$ cat config.mk
export PLATFORM = sky130hd
export DESIGN_NAME = dpi_init_dev
export DESIGN_NICKNAME = d
export VERILOG_FILES = /design/src/hdl/dpi_pkg.sv /design/src/hdl/dpi_init_dev.sv
export VERILOG_INCLUDE_DIRS = /design/src /design/src/hdl
export SDC_FILE = /design/constraint.sdc
export NUM_CORES = 1
export LEC_CHECK = 0
export BUFFER_PORTS_ARGS = -buffer_cell sky130_fd_sc_hd__buf_2
export CORE_MARGIN = 3
export CORE_UTILIZATION = 50
export CTS_CLUSTER_SIZE = 14
export DETAILED_ROUTE_END_ITERATION = 7
export PLACE_DENSITY = 0.71
export SYNTH_ARGS = -nofsm -noshare
export SYNTH_HDL_FRONTEND = slang
export SYNTH_SLANG_ARGS = --single-unit
export TNS_END_PERCENT = 1
$ cat constraint.sdc
create_clock -name ref_clk -period 2.7 [get_ports ref_clk]
set_input_delay 0.135 -clock ref_clk [delete_from_list [all_inputs] [get_ports ref_clk]]
set_output_delay 0.135 -clock ref_clk [all_outputs]
set_load 0.03 [all_outputs]
$ cat src/hdl/dpi_params.svh
/*
  Constants for the DRAM power-up and initialization device-side block.
  Assumes a 100 MHz ref_clk; times are kept in their own unit and
  converted to cycle counts here.
*/
`ifndef DPI_PARAMS_SVH
`define DPI_PARAMS_SVH

`define DPI_CLK_PERIOD_NS 10
// Internal state initialization time after reset release
`define DPI_INIT_TIME_NS 500000
`define DPI_INIT_CYCLES ((`DPI_INIT_TIME_NS + `DPI_CLK_PERIOD_NS - 1) / `DPI_CLK_PERIOD_NS)

// Register map, word index times four
`define DPI_ADDR_MR3 8'h00
`define DPI_ADDR_MR4 8'h04
`define DPI_ADDR_MR5 8'h08
`define DPI_ADDR_STAT 8'h0c

// Mode register field positions
`define DPI_MR3_GEARDOWN 3
`define DPI_MR3_PDA 4
`define DPI_MR4_MPSM 1
`define DPI_MR4_SPPR 5
`define DPI_MR4_CAL_LO 6
`define DPI_MR4_CAL_HI 8
`define DPI_MR4_HPPR 13
`define DPI_MR5_PAR_LO 0
`define DPI_MR5_PAR_HI 2

// Reset values of the mode registers
`define DPI_MR3_RST 14'h0000
`define DPI_MR4_RST 14'h0000
`define DPI_MR5_RST 14'h0000

`define DPI_MR_W 14

`endif

$ cat src/hdl/dpi_pkg.sv
/*
  Types for the DRAM power-up and initialization block.
  Assumes dpi_params.svh is available on the include path.
*/
`default_nettype none
`include "dpi_params.svh"

package dpi_pkg;
  typedef enum logic [1:0] {
    DPI_IN_RESET,
    DPI_INIT_WAIT,
    DPI_WAIT_CKE,
    DPI_ACTIVE
  } dpi_state_t;

  typedef struct packed {
    logic [7:0] addr;
    logic [31:0] wdata;
    logic wr;
    logic rd;
  } dpi_bus_req_t;
endpackage

`default_nettype wire

$ cat src/hdl/dpi_init_dev.sv
/*
  Device-side power-up and reset initialization of a DDR4 DRAM:
  default mode fields, internal init timer and ODT hold-off.
  Assumes the controller drives reset, clock enable and ODT from outside,
  and software on the same clock reaches the mode fields over a plain port.
*/
// Our own choices: strobed register access and the register addresses.
// How it works
// - After reset, gear-down, per-device addressing and max power saving default off.
// - After reset, CS latency, parity latency and both repair modes default zero.
// - Device initializes internal state after reset release without the external clock.
// - Termination stays high impedance in reset and until clock enable is high after the internal init wait ends.
`default_nettype none
`include "dpi_params.svh"

module dpi_init_dev
  import dpi_pkg::*;
#(
  parameter int unsigned INIT_CYCLES = `DPI_INIT_CYCLES
) (
  // Clock and reset
  input wire logic ref_clk,
  input wire logic rst_n,
  // Link pins from the controller
  input wire logic dram_reset_n,
  input wire logic cke,
  input wire logic odt,
  // Register port
  input wire logic [7:0] reg_addr,
  input wire logic [31:0] reg_wdata,
  input wire logic reg_wr,
  input wire logic reg_rd,
  output logic [31:0] reg_rdata,
  // Status
  output logic init_done,
  output logic odt_enable
);

  // Elaboration-time guard: a zero count would wrap INIT_CYCLES - 1 and stretch the init wait to 2^32 cycles
  if (INIT_CYCLES < 1) begin : g_bad_init_cycles
    $error("INIT_CYCLES must be at least 1");
  end

  // Two-flop synchronisers for the pins
  logic [2:0] pin_s1_q;
  logic [2:0] pin_s2_q;
  always_ff @(posedge ref_clk or negedge rst_n) begin
    if (!rst_n) begin
      pin_s1_q <= 3'h0;
      pin_s2_q <= 3'h0;
    end else begin
      pin_s1_q <= {odt, cke, dram_reset_n};
      pin_s2_q <= pin_s1_q;
    end
  end
  wire pin_rst_n = pin_s2_q[0];
  wire pin_cke = pin_s2_q[1];
  wire pin_odt = pin_s2_q[2];

  dpi_bus_req_t req;
  assign req = '{addr: reg_addr, wdata: reg_wdata, wr: reg_wr, rd: reg_rd};

  dpi_state_t state_q;
  dpi_state_t state_d;
  logic [31:0] cnt_q;
  logic [31:0] cnt_d;
  logic [`DPI_MR_W-1:0] mr3_q;
  logic [`DPI_MR_W-1:0] mr4_q;
  logic [`DPI_MR_W-1:0] mr5_q;

  wire cnt_done = (cnt_q >= INIT_CYCLES - 1);

  // Internal init runs on ref_clk alone; the DRAM clock pins play no part
  always_comb begin
    state_d = state_q;
    cnt_d = cnt_q;
    unique case (state_q)
      DPI_IN_RESET: begin
        cnt_d = 32'h0;
        if (pin_rst_n) begin
          state_d = DPI_INIT_WAIT;
        end
      end
      DPI_INIT_WAIT: begin
        cnt_d = cnt_q + 32'h1;
        if (cnt_done) begin
          state_d = DPI_WAIT_CKE;
        end
      end
      DPI_WAIT_CKE: begin
        if (pin_cke) begin
          state_d = DPI_ACTIVE;
        end
      end
      DPI_ACTIVE: begin
      end
    endcase
    if (!pin_rst_n) begin
      state_d = DPI_IN_RESET;
    end
  end

  wire in_dev_reset = !pin_rst_n;
  wire wr_mr3 = req.wr && (req.addr == `DPI_ADDR_MR3);
  wire wr_mr4 = req.wr && (req.addr == `DPI_ADDR_MR4);
  wire wr_mr5 = req.wr && (req.addr == `DPI_ADDR_MR5);
  wire [31:0] stat_word = {28'h0, pin_odt, pin_cke, state_q};
  wire [31:0] rd_mux =
    (req.addr == `DPI_ADDR_MR3) ? {18'h0, mr3_q} :
    (req.addr == `DPI_ADDR_MR4) ? {18'h0, mr4_q} :
    (req.addr == `DPI_ADDR_MR5) ? {18'h0, mr5_q} :
    (req.addr == `DPI_ADDR_STAT) ? stat_word : 32'h0;

  always_ff @(posedge ref_clk or negedge rst_n) begin
    if (!rst_n) begin
      state_q <= DPI_IN_RESET;
      cnt_q <= 32'h0;
    end else begin
      state_q <= state_d;
      cnt_q <= cnt_d;
    end
  end

  // Device reset forces the mode defaults again, so a warm reset behaves like power-up
  always_ff @(posedge ref_clk or negedge rst_n) begin
    if (!rst_n) begin
      mr3_q <= `DPI_MR3_RST;
      mr4_q <= `DPI_MR4_RST;
      mr5_q <= `DPI_MR5_RST;
    end else if (in_dev_reset) begin
      mr3_q <= `DPI_MR3_RST;
      mr4_q <= `DPI_MR4_RST;
      mr5_q <= `DPI_MR5_RST;
    end else begin
      if (wr_mr3) begin
        mr3_q <= req.wdata[`DPI_MR_W-1:0];
      end
      if (wr_mr4) begin
        mr4_q <= req.wdata[`DPI_MR_W-1:0];
      end
      if (wr_mr5) begin
        mr5_q <= req.wdata[`DPI_MR_W-1:0];
      end
    end
  end

  always_ff @(posedge ref_clk or negedge rst_n) begin
    if (!rst_n) begin
      reg_rdata <= 32'h0;
      init_done <= 1'b0;
      odt_enable <= 1'b0;
    end else begin
      reg_rdata <= req.rd ? rd_mux : 32'h0;
      init_done <= (state_d == DPI_ACTIVE);
      odt_enable <= (state_d == DPI_ACTIVE);
    end
  end
endmodule

`default_nettype wire

# Word level (Yosys, flattened, before mapping)
# Cells that the tools add are included.
[totals]
ff_bits = 97
in_bits = 47
wordCells = 42
[op_classes]
add_sub_neg = 1
magnitude_cmp = 1
n_eq_ne = 9
mux = 16
n_reduce_logical = 6
[ops]
columns = ["operator", "n"]
rows = [
  ["$mux 14", 10],
  ["$pmux 32 s2", 1],
  ["$add 32x1->32 const B", 1],
  ["$ge 32x16->1 const B", 1],
  ["$eq 8x4->1 const B", 2],
  ["$eq 8x3->1 const B", 1],
  ["$logic_not 8->1", 1],
  ["$mux 2", 3],
  ["$ne 2x1->1 const B", 3],
  ["$pmux 2 s3", 1],
  ["$eq 2x2->1 const B", 2],
  ["$mux 4", 1],
  ["$logic_and 1x1->1", 3],
  ["$eq 2x1->1 const B", 1],
  ["$logic_not 2->1", 1],
  ["$reduce_bool 2->1", 1],
]

# Longest topological paths before layout
# Gate-level depths: netlist (run 1).
[depth]
ltp_word = 6
ltp_mapped = 6

# Worst setup path after synthesis (run 1)
# OpenSTA, ideal clock, no wires.
[synth_path]
kind = "register to register"
from = "register cnt_q[0]"
to = "register cnt_q[22]"
setup_ps = 104
arrival_ps = 1798
slack_ps = 798
path_stages_with_launch = 6
path_buffers = 0
synth_period_minus_slack_ps = 1902
path_cell_list = "dfrtp_1 > ha_1 > nand2_1 > or4_4 > or3_1 > o311ai_1"
[synth_between]
elab_chain_len = 2
[synth_lines]
columns = ["item", "line", "source"]
rows = [
  ["start, declared", "dpi_init_dev.sv:65", "logic [31:0] cnt_q;"],
  ["start signal, assigned", "dpi_init_dev.sv:120", "cnt_q <= cnt_d;"],
  ["$add 32x1->32", "dpi_init_dev.sv:85", "cnt_d = cnt_q + 32'h1;"],
  ["$pmux 32 s2", "dpi_init_dev.sv:77", "unique case (state_q)"],
]
# Every way passes these cells.
# A chain may end at the register's enable or synchronous reset.

# Worst setup path in the final report (run 1)
[layout_path]
from = "register cnt_q[3]"
to = "register cnt_q[23]"
# The elaborated chain is that of the path after synthesis.

==> results.json, run 1 <==
{
  "ys_seq_area_frac": 0.507,
  "finalCritPeriodShare": 0.777,
  "synth-adder-area-share": 0.00261,
  "antenna_left": 0,
  "final_cell_mix": "dfrtp_1 (97), nand2_1 (90), a21boi_0 (50), buf_2 (43), nand3_1 (35)",
  "drtPass1Iterations": 4,
  "p_per_area_mw_per_mm2": 483,
  "area_delta_synth_final_pct": 11.4,
  "clk_pin_slew_ns": 0.10,
  "overflow": 0,
  "whs_ns": 0.0383,
  "insertion_delay_ns": 0.35,
  "coreArea_mm2": 0.00928,
  "ys_seq_elements": 97,
  "grt_setup_unrepaired": "false",
  "async_flop_share": 1.00,
  "gr-usage-met3": 0.0286,
  "antennaDiodeCount": 0,
  "synthSimpleGateAreaFrac": 0.233,
  "cap_violations": 0,
  "ir_drop_mv": 0.310,
  "grt_util_met2": 0.312,
  "grt_pass1_vias": 3714,
  "yosysWarnings": 0,
  "critPathRequiredTime_ns": 2.92,
  "status": "completed",
  "hpwl_mm": 6.81,
  "use_met1": 0.304,
  "die-area_mm2": 0.0108,
  "cts_resized": 0,
  "wl_per_cell_um": 15.3,
  "cp.arrival_ns": 2.31,
  "dieWidth_um": 104,
  "clock.fmax_mhz": 476,
  "dp_slack_ns": 0.641,
  "io_pins": 81,
  "synth_area_mm2": 0.00479,
  "grt_use_total": 0.203,
  "routabilityCongestion": 0.824,
  "final_common_cell": "dfrtp_1",
  "slew_violations": 0,
  "startpoint_type": "register",
  "muxShareOfSynthArea": 0.00627,
  "cts.sink_count": 97,
  "num_vias": 3842,
  "critPathMaxFanout": 10,
  "setup_tns_ns": 0,
  "synthDistinctLibCells": 51,
  "via_per_inst": 5.64,
  "routed_wirelength_mm": 10.4,
  "synth_top_family_by_area": "simple AND/OR/NAND/NOR gates",
  "synth_cells": 504,
  "grt_antenna_before_repair": 0,
  "synth_area_leaders": "dfrtp_1 (51%), a21boi_0 (7.8%), nand2_1 (7.0%), nand3_1 (3.7%), buf_4 (3.0%)",
  "fp-row-count": 35,
  "criticalPathCategory": "reg -> reg",
  "synth_compound_area_frac": 0.170,
  "synth_xor_area_frac": 0.0201,
  "timing.final.ws_setup_ns": 0.601,
  "synth_ff_type": "dfrtp_1",
  "synth-edff-count": 0,
  "crit_path_end_kind": "register",
  "cts_made_buffers": 9,
  "fin_skew_ns": 0.0117,
  "h-tree-depth": 3,
  "start_util": 0.516,
  "grt_pass1_wl_mm": 18.1,
  "slew_headroom": 0.329,
  "p_leak_nw": 2.30,
  "synth_top_area_share": 0.507,
  "worst-slew-pin-transition_ns": 1.01,
  "fin_total_pwr_mw": 2.58,
  "cts_tree": "yes",
  "cts_root_buf": "clkbuf_8",
  "cts_buffer_depth": 2,
  "finalHoldViolCount": 0,
  "place_area_mm2": 0.00510,
  "io_buffers": 44,
  "final_layout_size_suffix_gt1_frac": 0.152,
  "nets": 595,
  "drc": 0,
  "hold_path.class": "in -> reg",
  "grt_max_degree": 81,
  "die_y_um": 104,
  "holdBufCountCts": 4,
  "fin_area_mm2": 0.00534,
  "period_minus_slack_ns": 2.10,
  "setup_violations": 0,
  "drt-initial-drc-count": 257,
  "yosysTopAreaCell": "dfrtp_1",
  "synth.avg_cell_area_um2": 9.51,
  "cts_setup_buffers": 0,
  "busiest_layer": "met2"
}
[Yosys cell counts (all sizes together), types with 2 or more instances]
| cell | instances |
|---|---|
| inv | 4 |
| and4 | 2 |
| and4b | 2 |
| o21ai | 15 |
| clkbuf | 20 |
| nand2b | 5 |
| a32oi | 3 |
| nor3 | 4 |
| a21oi | 11 |
| and3 | 8 |
| nor4 | 14 |
| or3 | 6 |
| a22o | 3 |
| or4 | 3 |
| or2 | 2 |
| buf | 30 |
| nor2 | 22 |
| and3b | 2 |
| xnor2 | 9 |
| a22oi | 10 |
| nor2b | 4 |
| a21boi | 54 |
| mux2i | 3 |
| xor2 | 2 |
| nand4 | 16 |
| o311ai | 6 |
| nand4b | 3 |
| a31oi | 2 |
| o41ai | 2 |
| o211ai | 2 |
| nand2 | 90 |
| nand3 | 36 |
| a41o | 2 |
| dfrtp | 97 |
[cell families (layout without fill, tap and decap cells)]
| kind of cell | after synthesis | count (layout) |
|---|---|---|
| xor gates and xnor gates | 11 | 11 |
| DFF | 97 | 97 |
| adders and majority gates | 1 | 1 |
| other | 1 | 18 |
| and+or+nand+nor | 223 | 223 |
| AOI/OAI and AO/OA | 114 | 114 |
| muxes | 3 | 3 |
| buffers and inverters | 54 | 85 |
[area by class of cell]
cell class,count,area (um2)
multi-input cells,370,2150
inverters,4,15.0
flip-flops and latches,97,2430
fillers,841,3950
clock inverters,5,65.1
repair buffers,65,390
well taps,129,161
clock buffers,11,131
[through the flow]
stage               utilization  cells
finish                    0.575    681
global route              0.575    681
CTS                       0.575    681
detailed placement        0.549    661
global placement          0.549    661
floorplan                     -    521
[path summary, 6_finish.rpt]
| kind | end | depth (start not counted) | from | slack [ns] |
|---|---|---|---|---|
| max | cnt_q[23] | 4 | cnt_q[3] | 0.60 |
| min | mr3_q[4] | 3 | reg_wdata[4] | 0.04 |
| max reg2reg | cnt_q[23] | 4 | cnt_q[3] | 0.60 |
| min reg2reg | pin_s2_q[2] | 0 | pin_s1_q[2] | 0.36 |
| max in group asynchronous | mr5_q[7] | 3 | rst_n | 1.44 |
| min in group asynchronous | cnt_q[31] | 2 | rst_n | 0.50 |
[report_power, final]
group	switching (mW)	internal (mW)	total [mW]
Combinational	0.118	0.0456	0.164
Sequential	0.00953	1.46	1.47
Clock	0.504	0.438	0.942
Total	0.631	1.94	2.58
[worst max-delay path, cell delays in order (launching register included)]
cell and delay, ns:
dfrtp_1 0.48, nand4_2 0.28, or4_1 0.68, o311ai_0 0.36, o311ai_1 0.15
[metal layers]
metal,share of wire,up-vias
li1,-,1850
met1,0.48,1875
met2,0.46,106
met3,0.049,11
met4,0.010,0
met5,0,-
[registers in the layout (all words and copies together) (netlist names)]
| register | cells |
|---|---|
| mr3_q | 14 |
| odt_enable | 1 |
| cnt_q | 32 |
| mr5_q | 14 |
| state_q | 2 |
| pin_s2_q | 3 |
| pin_s1_q | 3 |
| mr4_q | 14 |
| reg_rdata | 14 |
Note: power is estimated with default switching activity, not from simulation.
==> inputs of run 2 (changes only) <==
--- a/config.mk
+++ b/config.mk
@@ -6,12 +6,13 @@
 export SDC_FILE = /design/constraint.sdc
 export NUM_CORES = 1
 export LEC_CHECK = 0
+export ABC_AREA = 1
 export BUFFER_PORTS_ARGS = -buffer_cell sky130_fd_sc_hd__buf_2
 export CORE_MARGIN = 3
 export CORE_UTILIZATION = 50
 export CTS_CLUSTER_SIZE = 14
 export DETAILED_ROUTE_END_ITERATION = 7
-export PLACE_DENSITY = 0.71
+export PLACE_DENSITY = 0.73
 export SYNTH_ARGS = -nofsm -noshare
 export SYNTH_HDL_FRONTEND = slang
 export SYNTH_SLANG_ARGS = --single-unit
==> constraint.sdc (replaced) <==
create_clock -name ref_clk -period 1.7 [get_ports ref_clk]
set_input_delay 0.085 -clock ref_clk [delete_from_list [all_inputs] [get_ports ref_clk]]
set_output_delay 0.085 -clock ref_clk [all_outputs]
set_load 0.03 [all_outputs]
==> run 2 against run 1 <==
  * Sequential share of layout area is 4.2 points lower
  * Via count is 23% higher
  * Power is 64% higher
  * Die area is 8.1% higher
  * Synthesized area is 8.6% higher
  * Non-clock buffer count is 6 higher
  * Routed wire length is 17% higher
==> results.json, run 2 <==
{
  "nFillCells": 941,
  "synth_area_leaders": "dfrtp_1 (47%), nand2_1 (18%), nand3_1 (9.3%), nor2_1 (6.9%), inv_1 (5.1%)",
  "multi_input_area_mm2": 0.00229,
  "drc": 0,
  "fin_skew_ns": 0.0123,
  "synthDistinctLibCells": 28,
  "p_per_area_mw_per_mm2": 720,
  "place_area_mm2": 0.00553,
  "coreArea_mm2": 0.00995,
  "cts.sink_count": 97,
  "grt_max_degree": 98,
  "status": "completed",
  "p_int_mw": 3.12,
  "antennaDiodeCount": 0,
  "ir_drop_mv": 0.461,
  "area_delta_synth_final_pct": 13.0,
  "synth.most_common_cell": "nand2_1",
  "path_buf_inv": 1,
  "finalHoldViolCount": 0,
  "place_inst": 903,
  "regToRegSetupSlack_ns": 0.18,
  "critPathMaxFanout": 17,
  "setup_tns_ns": 0,
  "antenna_left": 0,
  "grt_pass1_wl_mm": 21.5,
  "top_register": "cnt_q",
  "overflow": 0,
  "async_flop_share": 1.00,
  "synth_top_area_share": 0.467,
  "die_y_um": 108,
  "hpwl_mm": 8.51,
  "worst-slew-pin-transition_ns": 0.706,
  "period_minus_slack_ns": 1.52,
  "cts_tree": "yes",
  "synth-edff-count": 0,
  "critPathRequiredTime_ns": 2.01,
  "crit_chain": "buf_4 -> nor2_1 -> nand3_1 -> o21ai_1 -> nand2_1 -> nor2_1",
  "holdPathStages": 3,
  "cts_made_buffers": 9,
  "dieWidth_um": 108,
  "r2r_start": "state_q[1]",
  "cpMostUsedCell": "nor2_1",
  "slowest_stage": "dfrtp_1",
  "switching_share": 0.264,
  "clk_pin_slew_ns": 0.10,
  "via_per_inst": 5.09,
  "num_vias": 4742,
  "die-area_mm2": 0.0117,
  "r2r-end": "cnt_q[17]",
  "ys_seq_elements": 97,
  "cp_slowest_stage_delay_ns": 0.42,
  "slew_violations": 0,
  "ys_seq_area_frac": 0.467,
  "rr_worst_depth": 6,
  "wl_per_cell_um": 13.0,
  "io_buffers": 44,
  "io_pins": 81,
  "yosys-top-cells-count": "nand2_1 (252), dfrtp_1 (97), nand3_1 (97)",
  "fp-row-count": 36,
  "yosysWarnings": 0,
  "fin_area_mm2": 0.00588,
  "drtPass1Iterations": 5,
  "h-tree-depth": 3,
  "crit_path_end_kind": "register",
  "synth_ff_type": "dfrtp_1",
  "fin_cells": 932,
  "worstHoldEndpoint": "mr3_q[3]",
  "finalCritPeriodShare": 0.896,
  "p_comb_frac": 0.072,
  "setup_violations": 0,
  "min_from": "reg_wdata[3]",
  "ff_latch_area_mm2": 0.00243,
  "clkPwrFrac": 0.377,
  "crit_start": "state_q[1]",
  "final_cell_mix": "nand2_1 (252), nand3_1 (97), dfrtp_1 (97), nor2_1 (93), inv_1 (71)",
  "insertion_delay_ns": 0.37,
  "nets": 842,
  "grt_pass1_vias": 4735,
  "start_util": 0.523,
  "drt-initial-drc-count": 305,
  "grt_antenna_before_repair": 0,
  "criticalPathCategory": "reg -> reg",
  "synth_area_mm2": 0.00520,
  "final_util": 0.591,
  "final_layout_size_suffix_gt1_frac": 0.118,
  "slew_headroom": 0.529,
  "critPathTopFamily": "simple AND/OR/NAND/NOR gates",
  "clock.fmax_mhz": 656,
  "cp.arrival_ns": 1.84,
  "grt_setup_unrepaired": "false",
  "startpoint_type": "register",
  "cap_violations": 0,
  "synth.avg_cell_area_um2": 7.08,
  "power_frac_seq": 0.551,
  "cts_buffer_depth": 2,
  "routabilityCongestion": 0.893,
  "synth_cells": 735,
  "routed_wirelength_mm": 12.1,
  "grt_use_total": 0.230,
  "yosysTopAreaCell": "dfrtp_1",
  "cts_setup_buffers": 0,
  "final_common_cell": "nand2_1",
  "p_sw_mw": 1.12,
  "cts_root_buf": "clkbuf_8",
  "hold_path.class": "in -> reg",
  "p_leak_nw": 3.16,
  "largest_reg_flops": 32
}
run 2: metrics by stage:
stage	hold slack (ns)	worst slack [ns]	total power [mW]
final	0.00331	0.176	4.24
after global placement	0.179	0.108	2.66
after floorplan	-0.211	0.263	2.57
after detailed placement	0.192	0.119	2.66
after CTS	0.000637	0.107	4.27
after global routing	0.00276	0.00104	4.41
run 2: logic make-up after synthesis:
| family | count (synthesis) | share of synthesized area |
|---|---|---|
| DFF | 97 | 0.467 |
| AOI/OAI and AO/OA | 52 | 0.0520 |
| and+or+nand+nor | 463 | 0.371 |
| buffers and inverters | 121 | 0.107 |
| adders and majority gates | 1 | 0.00240 |
| other | 1 | 0.000721 |
run 2: what timing repair did:
| item | in CTS | in global routing |
|---|---|---|
| hold endpoints to repair | 109 | 0 |
| hold buffers | 13 | 0 |
| setup endpoints to repair | 0 | 5 |
| resized for setup | 0 | 3 |
run 2: area by class of cell:
type	count	share of cell area
inverters	81	0.0517
well taps	133	0.0283
flip-flops and latches	97	0.413
multi-input cells	534	0.390
clock inverters	7	0.0143
clock buffers	9	0.0211
repair buffers	71	0.0821
run 2: worst min-delay path, stage by stage:
cell     delay [ns]
buf_2          0.10
nand2_1        0.08
o21ai_1        0.07
run 2: power by group through the flow:
| stage | Sequential (mW) | Clock [mW] | Combinational [mW] |
|---|---|---|---|
| 3_5_place_dp | 2.38 | 0 | 0.286 |
| 2_1_floorplan | 2.38 | 0 | 0.193 |
| 4_1_cts | 2.33 | 1.63 | 0.309 |
| 6_report | 2.33 | 1.60 | 0.306 |
| 5_1_grt | 2.33 | 1.73 | 0.346 |
| 3_3_place_gp | 2.38 | 0 | 0.281 |
run 2: layer usage:
layer	GRT usage	routed length, um	up-vias	part of all wire
li1	-	-	2365	-
met1	0.300	5230	2202	0.43
met2	0.387	5970	148	0.49
met3	0.0328	665	27	0.055
met4	0.0911	288	0	0.024
met5	0	0	-	0
run 2: how the worst max path moves through the flow:
stage / endpoint / slack, ns / depth (start not counted)
6_report: cnt_q[17] / 0.18 / 6
5_1_grt: cnt_q[17] / 0.001 / 6
4_1_cts: cnt_q[18] / 0.11 / 8
3_5_place_dp: cnt_q[18] / 0.12 / 8
3_3_place_gp: cnt_q[18] / 0.11 / 8
2_1_floorplan: cnt_q[18] / 0.26 / 8
